### src/adcrg_defines.vh
// Register map, field positions and reset values of the record channel bank.
`ifndef ADCRG_DEFINES_VH
`define ADCRG_DEFINES_VH

// ----------------------------------------------------------------------
// Register offsets
// ----------------------------------------------------------------------
`define ADCRG_ADC1_FINE_GAIN_CFG_ADDR  8'h53
`define ADCRG_ADC1_PHASE_CAL_CFG_ADDR  8'h54
`define ADCRG_ADC2_INPUT_CFG_ADDR      8'h55
`define ADCRG_ADC2_VOLUME_CFG_ADDR     8'h57

// ----------------------------------------------------------------------
// Reset values
// ----------------------------------------------------------------------
`define ADCRG_FINE_GAIN_RST            4'h8
`define ADCRG_PHASE_DELAY_RST          6'h00
`define ADCRG_PCAL_SEL_RST             2'h0
`define ADCRG_INPUT_SOURCE_RST         2'h0
`define ADCRG_CM_TOL_RST               2'h0
`define ADCRG_FULL_SCALE_RST           1'h0
`define ADCRG_BANDWIDTH_RST            1'h0
`define ADCRG_VOLUME_RST               8'ha1
`define ADCRG_UNMAPPED_RDATA           8'h00

// ----------------------------------------------------------------------
// Field positions
// ----------------------------------------------------------------------
`define ADCRG_FINE_GAIN_MSB            7
`define ADCRG_FINE_GAIN_LSB            4
`define ADCRG_PHASE_DELAY_MSB          7
`define ADCRG_PHASE_DELAY_LSB          2
`define ADCRG_PCAL_SEL_MSB             1
`define ADCRG_PCAL_SEL_LSB             0
`define ADCRG_INPUT_SOURCE_MSB         7
`define ADCRG_INPUT_SOURCE_LSB         6
`define ADCRG_CM_TOL_MSB               3
`define ADCRG_CM_TOL_LSB               2
`define ADCRG_FULL_SCALE_BIT           1
`define ADCRG_BANDWIDTH_BIT            0

// ----------------------------------------------------------------------
// Field encodings
// ----------------------------------------------------------------------
`define ADCRG_FINE_GAIN_ZERO_DB        5'sh08
`define ADCRG_PCAL_BOTH                2'h0
`define ADCRG_PCAL_ANA_ONLY            2'h1
`define ADCRG_PCAL_DIG_ONLY            2'h2
`define ADCRG_SRC_DIFFERENTIAL         2'h0
`define ADCRG_SRC_SINGLE_ENDED         2'h1
`define ADCRG_CM_TOL_RAIL              2'h2
`define ADCRG_PHASE_DELAY_MAX          63

`endif

### src/adcrg_phase_delay.v
// Variable delay line for the channel-1 modulator stream.
`timescale 1ns/10ps
`default_nettype none

module adcrg_phase_delay #(
    parameter WIDTH = 1,
    parameter DEPTH = 63
) (
    // Clock and reset.
    input  wire             sys_clk_i,
    input  wire             rst_i,
    // Delay setting.
    input  wire [5:0]       delay_i,
    input  wire             enable_i,
    // Modulator stream.
    input  wire             mod_tick_i,
    input  wire [WIDTH-1:0] data_i,
    output reg  [WIDTH-1:0] data_o
);

    reg  [WIDTH-1:0] stage_r [0:DEPTH-1];
    reg  [WIDTH-1:0] tap;
    integer          i;

    // ------------------------------------------------------------------
    // Delay stages
    // ------------------------------------------------------------------

    // Each modulator tick moves every sample one stage further on.
    always @(posedge sys_clk_i or posedge rst_i) begin
        if (rst_i) begin
            for (i = 0; i < DEPTH; i = i + 1) begin
                stage_r[i] <= {WIDTH{1'b0}};
            end
        end else if (mod_tick_i) begin
            stage_r[0] <= data_i;
            for (i = 1; i < DEPTH; i = i + 1) begin
                stage_r[i] <= stage_r[i-1];
            end
        end
    end

    // Stage n-1 holds the sample n modulator cycles old; zero taps the input.
    always @* begin
        if (!enable_i || delay_i == 6'h00) begin
            tap = data_i;
        end else begin
            tap = stage_r[delay_i - 6'h01];
        end
    end

    // The output flop adds one fixed system cycle whatever the delay.
    always @(posedge sys_clk_i or posedge rst_i) begin
        if (rst_i) begin
            data_o <= {WIDTH{1'b0}};
        end else begin
            data_o <= tap;
        end
    end

endmodule // adcrg_phase_delay

`default_nettype wire

### src/adcrg_regs.v
// Configuration registers of the record channels, with the phase delay.
//
// Function
// - Channel-1 fine gain is read/write bits 7:4, reset code 8.
// - Fine gain code maps linearly, 0.1 dB steps, code 8 is 0 dB.
// - Fine gain low nibble is reserved, reads zero; software writes zero.
// - Channel-1 path is delayed by bits 7:2 modulator cycles, 0 to 63.
// - Bits 1:0 apply phase calibration to both, analog only or digital only.
// - Channel-2 source code 0 is differential, code 1 single-ended.
// - Bits 3:2 pick common-mode tolerance: AC, wider, rail-to-rail.
// - Bit 1 picks full scale: 0 is 10 Vrms, 1 is 5 Vrms.
// - Bit 0 picks bandwidth: 0 is 24 kHz, 1 is 96 kHz.
// - Channel-2 input bits 5:4 are reserved, read zero; software writes zero.
`timescale 1ns/10ps
`default_nettype none
`include "adcrg_defines.vh"

module adcrg_regs #(
    parameter MOD_WIDTH = 1
) (
    // Clock and reset.
    input  wire                 sys_clk_i,
    input  wire                 rst_i,
    // Register access port.
    input  wire [7:0]           reg_addr_i,
    input  wire                 reg_wr_i,
    input  wire [7:0]           reg_wdata_i,
    input  wire                 reg_rd_i,
    output reg  [7:0]           reg_rdata_o,
    // Channel-1 gain settings.
    output wire [3:0]           ch1_fine_gain_trim_o,
    output reg  signed [4:0]    ch1_fine_gain_tenth_db_o,
    // Channel-1 phase calibration.
    output wire [5:0]           ch1_phase_delay_o,
    output reg                  ch1_pcal_ana_en_o,
    output reg                  ch1_pcal_dig_en_o,
    input  wire                 mod_tick_i,
    input  wire [MOD_WIDTH-1:0] ch1_mod_data_i,
    output wire [MOD_WIDTH-1:0] ch1_mod_data_o,
    // Channel-2 input settings.
    output wire [1:0]           ch2_input_source_o,
    output reg                  ch2_single_ended_o,
    output wire [1:0]           ch2_common_mode_tolerance_o,
    output reg                  ch2_rail_to_rail_o,
    output wire                 ch2_full_scale_select_o,
    output wire                 ch2_bandwidth_select_o,
    output wire [7:0]           ch2_digital_volume_o
);

    // ------------------------------------------------------------------
    // Register storage
    // ------------------------------------------------------------------
    reg  [3:0] fine_gain_r;
    reg  [5:0] phase_delay_r;
    reg  [1:0] pcal_sel_r;
    reg  [1:0] input_source_r;
    reg  [1:0] cm_tol_r;
    reg        full_scale_r;
    reg        bandwidth_r;
    reg  [7:0] volume_r;
    reg  [7:0] rdata_nxt;

    // Write decode for one register address.
    function wr_hit;
        input [7:0] addr;
        input       wr;
        input [7:0] target;
        begin
            wr_hit = wr && (addr == target);
        end
    endfunction

    // Only the read/write fields take data; reserved bits have no flop.
    always @(posedge sys_clk_i or posedge rst_i) begin
        if (rst_i) begin
            fine_gain_r    <= `ADCRG_FINE_GAIN_RST;
            phase_delay_r  <= `ADCRG_PHASE_DELAY_RST;
            pcal_sel_r     <= `ADCRG_PCAL_SEL_RST;
            input_source_r <= `ADCRG_INPUT_SOURCE_RST;
            cm_tol_r       <= `ADCRG_CM_TOL_RST;
            full_scale_r   <= `ADCRG_FULL_SCALE_RST;
            bandwidth_r    <= `ADCRG_BANDWIDTH_RST;
            volume_r       <= `ADCRG_VOLUME_RST;
        end else begin
            if (wr_hit(reg_addr_i, reg_wr_i,
                       `ADCRG_ADC1_FINE_GAIN_CFG_ADDR)) begin
                fine_gain_r <= reg_wdata_i[`ADCRG_FINE_GAIN_MSB:
                                           `ADCRG_FINE_GAIN_LSB];
            end
            if (wr_hit(reg_addr_i, reg_wr_i,
                       `ADCRG_ADC1_PHASE_CAL_CFG_ADDR)) begin
                phase_delay_r <= reg_wdata_i[`ADCRG_PHASE_DELAY_MSB:
                                             `ADCRG_PHASE_DELAY_LSB];
                pcal_sel_r    <= reg_wdata_i[`ADCRG_PCAL_SEL_MSB:
                                             `ADCRG_PCAL_SEL_LSB];
            end
            if (wr_hit(reg_addr_i, reg_wr_i,
                       `ADCRG_ADC2_INPUT_CFG_ADDR)) begin
                input_source_r <= reg_wdata_i[`ADCRG_INPUT_SOURCE_MSB:
                                              `ADCRG_INPUT_SOURCE_LSB];
                cm_tol_r       <= reg_wdata_i[`ADCRG_CM_TOL_MSB:
                                              `ADCRG_CM_TOL_LSB];
                full_scale_r   <= reg_wdata_i[`ADCRG_FULL_SCALE_BIT];
                bandwidth_r    <= reg_wdata_i[`ADCRG_BANDWIDTH_BIT];
            end
            if (wr_hit(reg_addr_i, reg_wr_i,
                       `ADCRG_ADC2_VOLUME_CFG_ADDR)) begin
                volume_r <= reg_wdata_i;
            end
        end
    end

    // ------------------------------------------------------------------
    // Read path
    // ------------------------------------------------------------------

    // Reserved positions and unmapped addresses read as zero.
    always @* begin
        case (reg_addr_i)
            `ADCRG_ADC1_FINE_GAIN_CFG_ADDR: begin
                rdata_nxt = {fine_gain_r, 4'h0};
            end
            `ADCRG_ADC1_PHASE_CAL_CFG_ADDR: begin
                rdata_nxt = {phase_delay_r, pcal_sel_r};
            end
            `ADCRG_ADC2_INPUT_CFG_ADDR: begin
                rdata_nxt = {input_source_r, 2'h0, cm_tol_r,
                             full_scale_r, bandwidth_r};
            end
            `ADCRG_ADC2_VOLUME_CFG_ADDR: begin
                rdata_nxt = volume_r;
            end
            default: begin
                rdata_nxt = `ADCRG_UNMAPPED_RDATA;
            end
        endcase
    end

    // Read data is captured on a read strobe and held until the next one.
    always @(posedge sys_clk_i or posedge rst_i) begin
        if (rst_i) begin
            reg_rdata_o <= 8'h00;
        end else if (reg_rd_i) begin
            reg_rdata_o <= rdata_nxt;
        end
    end

    // ------------------------------------------------------------------
    // Decoded settings
    // ------------------------------------------------------------------

    // Fine gain in tenths of a dB: code minus eight, -8 up to +7.
    always @(posedge sys_clk_i or posedge rst_i) begin
        if (rst_i) begin
            ch1_fine_gain_tenth_db_o <= 5'sh00;
        end else begin
            ch1_fine_gain_tenth_db_o <= $signed({1'b0, fine_gain_r})
                                        - `ADCRG_FINE_GAIN_ZERO_DB;
        end
    end

    // Scope of phase calibration; the reserved code applies it nowhere.
    always @(posedge sys_clk_i or posedge rst_i) begin
        if (rst_i) begin
            ch1_pcal_ana_en_o <= 1'b1;
            ch1_pcal_dig_en_o <= 1'b1;
        end else begin
            case (pcal_sel_r)
                `ADCRG_PCAL_BOTH: begin
                    ch1_pcal_ana_en_o <= 1'b1;
                    ch1_pcal_dig_en_o <= 1'b1;
                end
                `ADCRG_PCAL_ANA_ONLY: begin
                    ch1_pcal_ana_en_o <= 1'b1;
                    ch1_pcal_dig_en_o <= 1'b0;
                end
                `ADCRG_PCAL_DIG_ONLY: begin
                    ch1_pcal_ana_en_o <= 1'b0;
                    ch1_pcal_dig_en_o <= 1'b1;
                end
                default: begin
                    ch1_pcal_ana_en_o <= 1'b0;
                    ch1_pcal_dig_en_o <= 1'b0;
                end
            endcase
        end
    end

    // Source and tolerance flags; forbidden source codes are left to software.
    always @(posedge sys_clk_i or posedge rst_i) begin
        if (rst_i) begin
            ch2_single_ended_o <= 1'b0;
            ch2_rail_to_rail_o <= 1'b0;
        end else begin
            ch2_single_ended_o <= (input_source_r ==
                                   `ADCRG_SRC_SINGLE_ENDED);
            ch2_rail_to_rail_o <= (cm_tol_r == `ADCRG_CM_TOL_RAIL);
        end
    end

    // Raw fields go to the analog path straight from their flops.
    assign ch1_fine_gain_trim_o        = fine_gain_r;
    assign ch1_phase_delay_o           = phase_delay_r;
    assign ch2_input_source_o          = input_source_r;
    assign ch2_common_mode_tolerance_o = cm_tol_r;
    assign ch2_full_scale_select_o     = full_scale_r;
    assign ch2_bandwidth_select_o      = bandwidth_r;
    assign ch2_digital_volume_o        = volume_r;

    // ------------------------------------------------------------------
    // Digital phase delay
    // ------------------------------------------------------------------

    // The digital stream is delayed only when digital scope is enabled.
    adcrg_phase_delay #(
        .WIDTH (MOD_WIDTH),
        .DEPTH (`ADCRG_PHASE_DELAY_MAX)
    ) u_phase_delay (
        .sys_clk_i  (sys_clk_i),
        .rst_i      (rst_i),
        .delay_i    (phase_delay_r),
        .enable_i   (ch1_pcal_dig_en_o),
        .mod_tick_i (mod_tick_i),
        .data_i     (ch1_mod_data_i),
        .data_o     (ch1_mod_data_o)
    );

endmodule // adcrg_regs

`default_nettype wire

### config.mk
export PLATFORM = sky130hd
export DESIGN_NAME = adcrg_regs
export DESIGN_NICKNAME = d
export VERILOG_FILES = /design/src/adcrg_phase_delay.v /design/src/adcrg_regs.v
export VERILOG_INCLUDE_DIRS = /design/src
export SDC_FILE = /design/constraint.sdc
export NUM_CORES = 1
export LEC_CHECK = 0
export ABC_CLOCK_PERIOD_IN_PS = 8100
export BUFFER_PORTS_ARGS = -buffer_cell sky130_fd_sc_hd__buf_2
export CAP_MARGIN = 20
export CORE_MARGIN = 3
export CORE_UTILIZATION = 35
export DETAILED_ROUTE_END_ITERATION = 10
export PLACE_DENSITY = 0.54
export SYNTH_ARGS = -nofsm -noshare
export SYNTH_HDL_FRONTEND = slang
export SYNTH_SLANG_ARGS = --single-unit
### constraint.sdc
create_clock -name sys_clk_i -period 8.1 [get_ports sys_clk_i]
set_clock_uncertainty 0.15 [all_clocks]
set_input_delay 1.62 -clock sys_clk_i [delete_from_list [all_inputs] [get_ports sys_clk_i]]
set_output_delay 1.62 -clock sys_clk_i [all_outputs]
set_load 0.01 [all_outputs]
==> key figures, run 1 <==
Drt
  • Routed len/inst: 16.9 µm
  • DRT antenna net count: 0
  • Via count: 2909
  • Initial DRC Count: 243
  • Final WL: 9680 µm
  • Drt drc: 0
  • DR pass1 iterations: 5
  • Vias per inst: 5.09

Final layout
  • Multi-input logic area: 1980 µm²
  • Design Area, Final: 5530 µm²
  • FF+latch area: 2660 µm²
  • Ant diodes: 0
  • Fraction of layout cells with a size suffix above 1: 47.6%
  • Fin cells: 571
  • Commonest cells after routing, fill and taps aside: dfrtp_1, mux2_2, buf_2
  • Most common cell after layout, fill and taps aside: dfrtp_1
  • Filler instances: 1247
  • Final nets: 414
  • Syn-to-layout area delta: 15.4%

STA
  • FMAX: 275 MHz
  • Hold Slack: 275 ps
  • Setup violations, final: 0
  • Hold Fails Final Rpt: 0
  • Actual slew at the worst max-slew pin: 840 ps
  • Fin. max-slew vios: 0
  • RSZ-0062 raised after global routing: no
  • Period utilization: 44.9%
  • Post-layout minimum cycle time: 3640 ps
  • Slew margin rel.: 43.9%
  • Setup TNS Final: 0 ps

Clock network
  • CTS sink cnt: 106
  • CTS H-tree depth: 3
  • Clk slew on worst S/H paths: 70 ps
  • Clock latency on the worst-skew pair: 350 ps
  • CTS Root Buffer Type: clkbuf_16
  • Post-cts resize count: 0
  • Clk buf depth: 2
  • Post-CTS setup buffers: 0
  • TritonCTS buffer count: 9
  • CTS tree: built
  • Cts hold-fix bufs: 0

Status
  • Status: complete, no violations

Global route
  • Total track usage: 13.6%
  • Met2 Resource Use GR: 21.1%
  • M3 GR Usage: 2.97%
  • First-pass GRT wire length: 15900 µm
  • Vias in the first global route: 2989
  • Grt ovf: 0
  • Antenna violations before repair: 0
  • Met1 Track Usage GR: 18.5%
  • Largest net degree at the start of global routing: 64
  • GRT busiest layer: met2

Worst setup path
  • Crit. Startpoint: ch1_phase_delay_o[0]$_DFFE_PP0P_
  • Crit path launch type: register
  • Setup crit end: u_phase_delay.data_o$_DFF_PP0_
  • Reg2reg end: u_phase_delay.data_o$_DFF_PP0_
  • Reg2reg start: ch1_phase_delay_o[0]$_DFFE_PP0P_
  • Crit end category: register
  • R2r setup slk: 4460 ps
  • Setup CP Type: reg2reg
  • Worst Path Arrival: 3700 ps
  • WP data required: 8170 ps
  • Critical path peak fanout: 17
  • Cells on worst reg2reg path: 8

Flow run
  • MaxCap Viol Count: 0

Logic synthesis
  • Share of async-settable or async-resettable flops after synthesis: 100%
  • Average size of a mapped cell: 14.4 µm²
  • Flops & latches, synth: 106
  • Synth Flop Type: dfrtp_1
  • Mapped Nets: 357
  • Seq/Total Area, Yosys: 55.5%
  • EDFF count, synth: 0
  • Synth Instances: 333
  • Yosys Warn Count: 0
  • Synth unique cells: 38
  • Post-Syn Area: 4790 µm²

Power
  • Worst vdd ir: 0.0886 mV
  • Leakage: 0.00266 µW
  • Pwr Density: 229 nW/µm²
  • Total power: 1270 µW

Place
  • Detailed placement HPWL: 6680 µm
  • Post-Place Cells: 555
  • I/O Buffers: 63
  • Gpl congestion: 0.816
  • Placed cell area: 5260 µm²

Die
  • Die Ht: 123 µm
  • Cell Rows: 42
  • Die area: 15100 µm²
  • I/O Pins: 64
  • Placeable Area: 13300 µm²
  • Starting density of the core: 36.1%
  • Die width: 123 µm

Hold path
  • Hold Crit Start: pcal_sel_r[0]$_DFFE_PP0P_
  • Tightest Hold Check Type: reg2reg
## sequential cells by signal, summed over array words and instances, names as in the netlist
register and count:
ch1_fine_gain_tenth_db_o 4, u_phase_delay.data_o 1, ch1_phase_delay_o 6, ch2_rail_to_rail_o 1, reg_rdata_o 8, ch1_pcal_dig_en_o 1, ch2_full_scale_select_o 1, ch1_pcal_ana_en_o 1
u_phase_delay.stage_r 63, ch2_single_ended_o 1, ch1_fine_gain_trim_o 4, ch2_digital_volume_o 8, pcal_sel_r 2, ch2_bandwidth_select_o 1, ch2_input_source_o 2, ch2_common_mode_tolerance_o 2
## through the flow
stage	worst slack, ps	utilization, %
2_1_floorplan	3550	-
3_3_place_gp	4320	39.5
3_5_place_dp	4240	39.5
4_1_cts	4400	41.6
5_1_grt	4210	41.6
6_report	4460	41.6
## synth_stat cells (6+ instances only)
cell type	count	area share, %
mux2i_1	6	1.3
o22ai_1	6	0.78
clkbuf_1	9	0.70
inv_1	16	1.3
dfstp_2	6	3.3
mux4_1	7	3.8
nand2_1	12	0.94
dfrtp_1	100	52
a222oi_1	6	1.3
buf_1	6	0.47
nor2_1	9	0.70
mux4_2	9	4.2
mux2_2	91	21
## per-layer routing
metal	vias to the layer above	share of wire, %
li1	1340	-
met1	1464	46
met2	90	46
met3	15	6.1
met4	0	2.0
met5	-	0
## critical path, cell delays in order, from the launching register on
cell,delay (ps)
dfrtp_1,360
buf_4,220
inv_1,230
ha_1,400
xor2_2,690
mux4_1,660
mux4_2,490
o2111ai_2,170
o211ai_1,120
## logic make-up after synthesis
group / share of synthesized area (%)
DFF: 55.5
and+or+nand+nor: 4.57
AOI/OAI and AO/OA: 4.36
muxes: 30.7
adders and majority gates: 0.522
buffers and inverters: 3.31
xor gates and xnor gates: 1.07
## layout make-up
class	instances	share of cell area, %
flip-flops and latches	106	48.1
clock inverters	1	0.158
multi-input cells	191	35.7
inverters	16	1.13
clock buffers	15	4.84
well taps	176	3.98
repair buffers	66	6.11
## report_power, final
| part | internal, µW | switching, µW | leakage (µW) |
|---|---|---|---|
| clock network | 227 | 185 | 0.000134 |
| registers | 603 | 53.2 | 0.00140 |
| logic | 117 | 82.0 | 0.00113 |
| total | 947 | 320 | 0.00266 |
## worst min path at each step
stage	to	slack, ps	cells past startpoint
after floorplan	ch1_pcal_ana_en_o$_DFF_PP1_	230	1
after global placement	ch1_fine_gain_tenth_db_o[0]$_DFF_PP0_	270	0
after detailed placement	ch1_pcal_dig_en_o$_DFF_PP1_	270	1
after CTS	ch1_pcal_dig_en_o$_DFF_PP1_	270	1
after global routing	ch1_pcal_ana_en_o$_DFF_PP1_	300	1
final	ch1_pcal_dig_en_o$_DFF_PP1_	270	1
Power figures use the tool's default switching activity.
==> run 2: changes to the inputs <==
--- a/config.mk
+++ b/config.mk
@@ -6,7 +6,7 @@
 export SDC_FILE = /design/constraint.sdc
 export NUM_CORES = 1
 export LEC_CHECK = 0
-export ABC_CLOCK_PERIOD_IN_PS = 8100
+export ABC_CLOCK_PERIOD_IN_PS = 3500
 export BUFFER_PORTS_ARGS = -buffer_cell sky130_fd_sc_hd__buf_2
 export CAP_MARGIN = 20
 export CORE_MARGIN = 3
==> constraint.sdc (replaced) <==
create_clock -name sys_clk_i -period 3.5 [get_ports sys_clk_i]
set_clock_uncertainty 0.15 [all_clocks]
set_input_delay 0.7 -clock sys_clk_i [delete_from_list [all_inputs] [get_ports sys_clk_i]]
set_output_delay 0.7 -clock sys_clk_i [all_outputs]
set_load 0.01 [all_outputs]
==> key figures, run 2 (same netlist as run 1, synthesis figures left out) <==
Worst setup path
  • R2r setup slk: 410 ps (-4050 ps)
  • Crit end category: register
  • Worst Path Arrival: 3160 ps (-540 ps)
  • Cells on worst reg2reg path: 8 (unchanged)
  • Reg2reg start: ch1_phase_delay_o[0]$_DFFE_PP0P_
  • Crit. Startpoint: ch1_phase_delay_o[0]$_DFFE_PP0P_
  • Reg2reg end: u_phase_delay.data_o$_DFF_PP0_
  • Setup crit end: u_phase_delay.data_o$_DFF_PP0_
  • WP data required: 3580 ps (-4590 ps)
  • Crit path launch type: register
  • Critical path peak fanout: 9 (-8)
  • Setup CP Type: reg2reg

Clock network
  • CTS H-tree depth: 3 (unchanged)
  • Clock latency on the worst-skew pair: 350 ps (about the same)
  • Post-cts resize count: 0 (unchanged)
  • Post-CTS setup buffers: 0 (unchanged)
  • TritonCTS buffer count: 9 (unchanged)
  • CTS Root Buffer Type: clkbuf_16
  • Clk slew on worst S/H paths: 70 ps (about the same)
  • CTS tree: built
  • Cts hold-fix bufs: 0 (unchanged)
  • Clk buf depth: 2 (unchanged)
  • CTS sink cnt: 106 (unchanged)

Die
  • Die area: 15100 µm² (unchanged)
  • Starting density of the core: 36.1% (unchanged)
  • I/O Pins: 64 (unchanged)
  • Cell Rows: 42 (unchanged)
  • Die Ht: 123 µm (unchanged)
  • Die width: 123 µm (unchanged)
  • Placeable Area: 13300 µm² (unchanged)

Drt
  • Vias per inst: 5.07 (-0.43%)
  • DR pass1 iterations: 4 (-1)
  • Final WL: 9560 µm (-1.2%)
  • Routed len/inst: 16.6 µm (-2.0%)
  • Initial DRC Count: 183 (-25%)
  • DRT antenna net count: 0 (unchanged)
  • Drt drc: 0 (unchanged)
  • Via count: 2922 (+0.45%)

Power
  • Worst vdd ir: 0.200 mV (+130%)
  • Pwr Density: 534 nW/µm² (+130%)
  • Leakage: 0.00270 µW (+1.6%)

Final layout
  • Syn-to-layout area delta: 17.1%
  • Core Util, Final: 42.2% (+0.62 points)
  • Reg with most FFs: u_phase_delay.stage_r
  • Fraction of layout cells with a size suffix above 1: 49.0% (+1.4 points)
  • Fin cells: 576 (+0.88%)
  • Final nets: 419 (+1.2%)
  • Max reg flops: 63 (unchanged)
  • Commonest cells after routing, fill and taps aside: dfrtp_1, mux2_2, buf_2
  • Most common cell after layout, fill and taps aside: dfrtp_1
  • Ant diodes: 0 (unchanged)
  • Filler instances: 1227 (-1.6%)
  • Design Area, Final: 5620 µm² (+1.5%)

Global route
  • Antenna violations before repair: 0 (unchanged)
  • First-pass GRT wire length: 15600 µm (-1.8%)
  • Grt ovf: 0 (unchanged)
  • Vias in the first global route: 2879 (-3.7%)
  • Total track usage: 13.5% (-0.097 points)
  • Largest net degree at the start of global routing: 51 (-20%)

STA
  • Slew margin rel.: 49.6% (+5.8 points)
  • Setup violations, final: 0 (unchanged)
  • Hold Slack: 271 ps (-3.50 ps)
  • Setup TNS Final: 0 ps (unchanged)
  • Hold Fails Final Rpt: 0 (unchanged)
  • FMAX: 324 MHz (+18%)
  • Fin. max-slew vios: 0 (unchanged)
  • Actual slew at the worst max-slew pin: 754 ps (-85.8 ps)
  • Post-layout minimum cycle time: 3090 ps (-549 ps)
  • Period utilization: 88.2% (+43 points)
  • RSZ-0062 raised after global routing: no

Place
  • Placed cell area: 5320 µm² (+1.2%)
  • Post-Place Cells: 560 (+0.90%)
  • Gpl congestion: 0.809 (-0.85%)
  • I/O Buffers: 63 (unchanged)
  • Detailed placement HPWL: 6850 µm (+2.6%)

Hold path
  • Tightest Hold Check Type: reg2reg

Flow run
  • MaxCap Viol Count: 0 (unchanged)

Status
  • Status: complete, no violations
-- run 2: cell count changes in the layout (fill, tap and decap cells not counted), sizes merged --
cell,before,now
clkbuf,15,10
clkinvlp,0,1
clkinv,1,4
bufinv,0,1
buf,66,71
-- run 2: how the worst min path moves through the flow --
stage,depth (start not counted),slack (ps),endpoint,start
floorplan,1,230,ch1_pcal_ana_en_o$_DFF_PP1_,pcal_sel_r[1]$_DFFE_PP0P_
global placement,0,260,ch1_fine_gain_tenth_db_o[0]$_DFF_PP0_,ch1_fine_gain_trim_o[0]$_DFFE_PP0P_
detailed placement,0,250,ch1_fine_gain_tenth_db_o[0]$_DFF_PP0_,ch1_fine_gain_trim_o[0]$_DFFE_PP0P_
CTS,0,270,ch1_fine_gain_tenth_db_o[0]$_DFF_PP0_,ch1_fine_gain_trim_o[0]$_DFFE_PP0P_
global route,0,290,ch1_fine_gain_tenth_db_o[0]$_DFF_PP0_,ch1_fine_gain_trim_o[0]$_DFFE_PP0P_
finish,0,270,ch1_fine_gain_tenth_db_o[0]$_DFF_PP0_,ch1_fine_gain_trim_o[0]$_DFFE_PP0P_
-- run 2: where the power goes --
group          internal, µW  switching [µW]  total [µW]
clock network           558             457        1010
logic                   276             185         461
registers              1400             129        1520
-- run 2: final cells by class --
cell class | instances | area (µm²) | area share (%)
Clock buffer | 10 | 229 | 4.08
Clock inverter | 6 | 66.3 | 1.18
Timing Repair Buffer | 71 | 400 | 7.13
Tap cell | 176 | 220 | 3.92
Sequential cell | 106 | 2660 | 47.4
Inverter | 16 | 63.8 | 1.14
Multi-Input combinational cell | 191 | 1980 | 35.2
-- run 2: layer usage --
metal	GRT usage (%)	part of all wire, %	vias to the layer above
li1	-	-	1347
met1	18.2	46	1472
met2	21.0	46	88
met3	2.47	6.0	15
met4	6.64	2.4	0
met5	0	0	-
-- run 2: through the flow --
stage / worst slack (ps) / power (µW)
after floorplan: 158 / 1870
after global placement: 444 / 2010
after detailed placement: 379 / 2020
after CTS: 361 / 3040
after global routing: 173 / 3160
final: 413 / 3000
-- run 2: critical path, cell delays in order, from the launching register on --
cell and delay (ps):
dfrtp_1 380, inv_1 190, ha_1 380, xor2_2 300, buf_4 230, mux4_1 550
mux4_2 490, o2111ai_2 180, o211ai_1 110
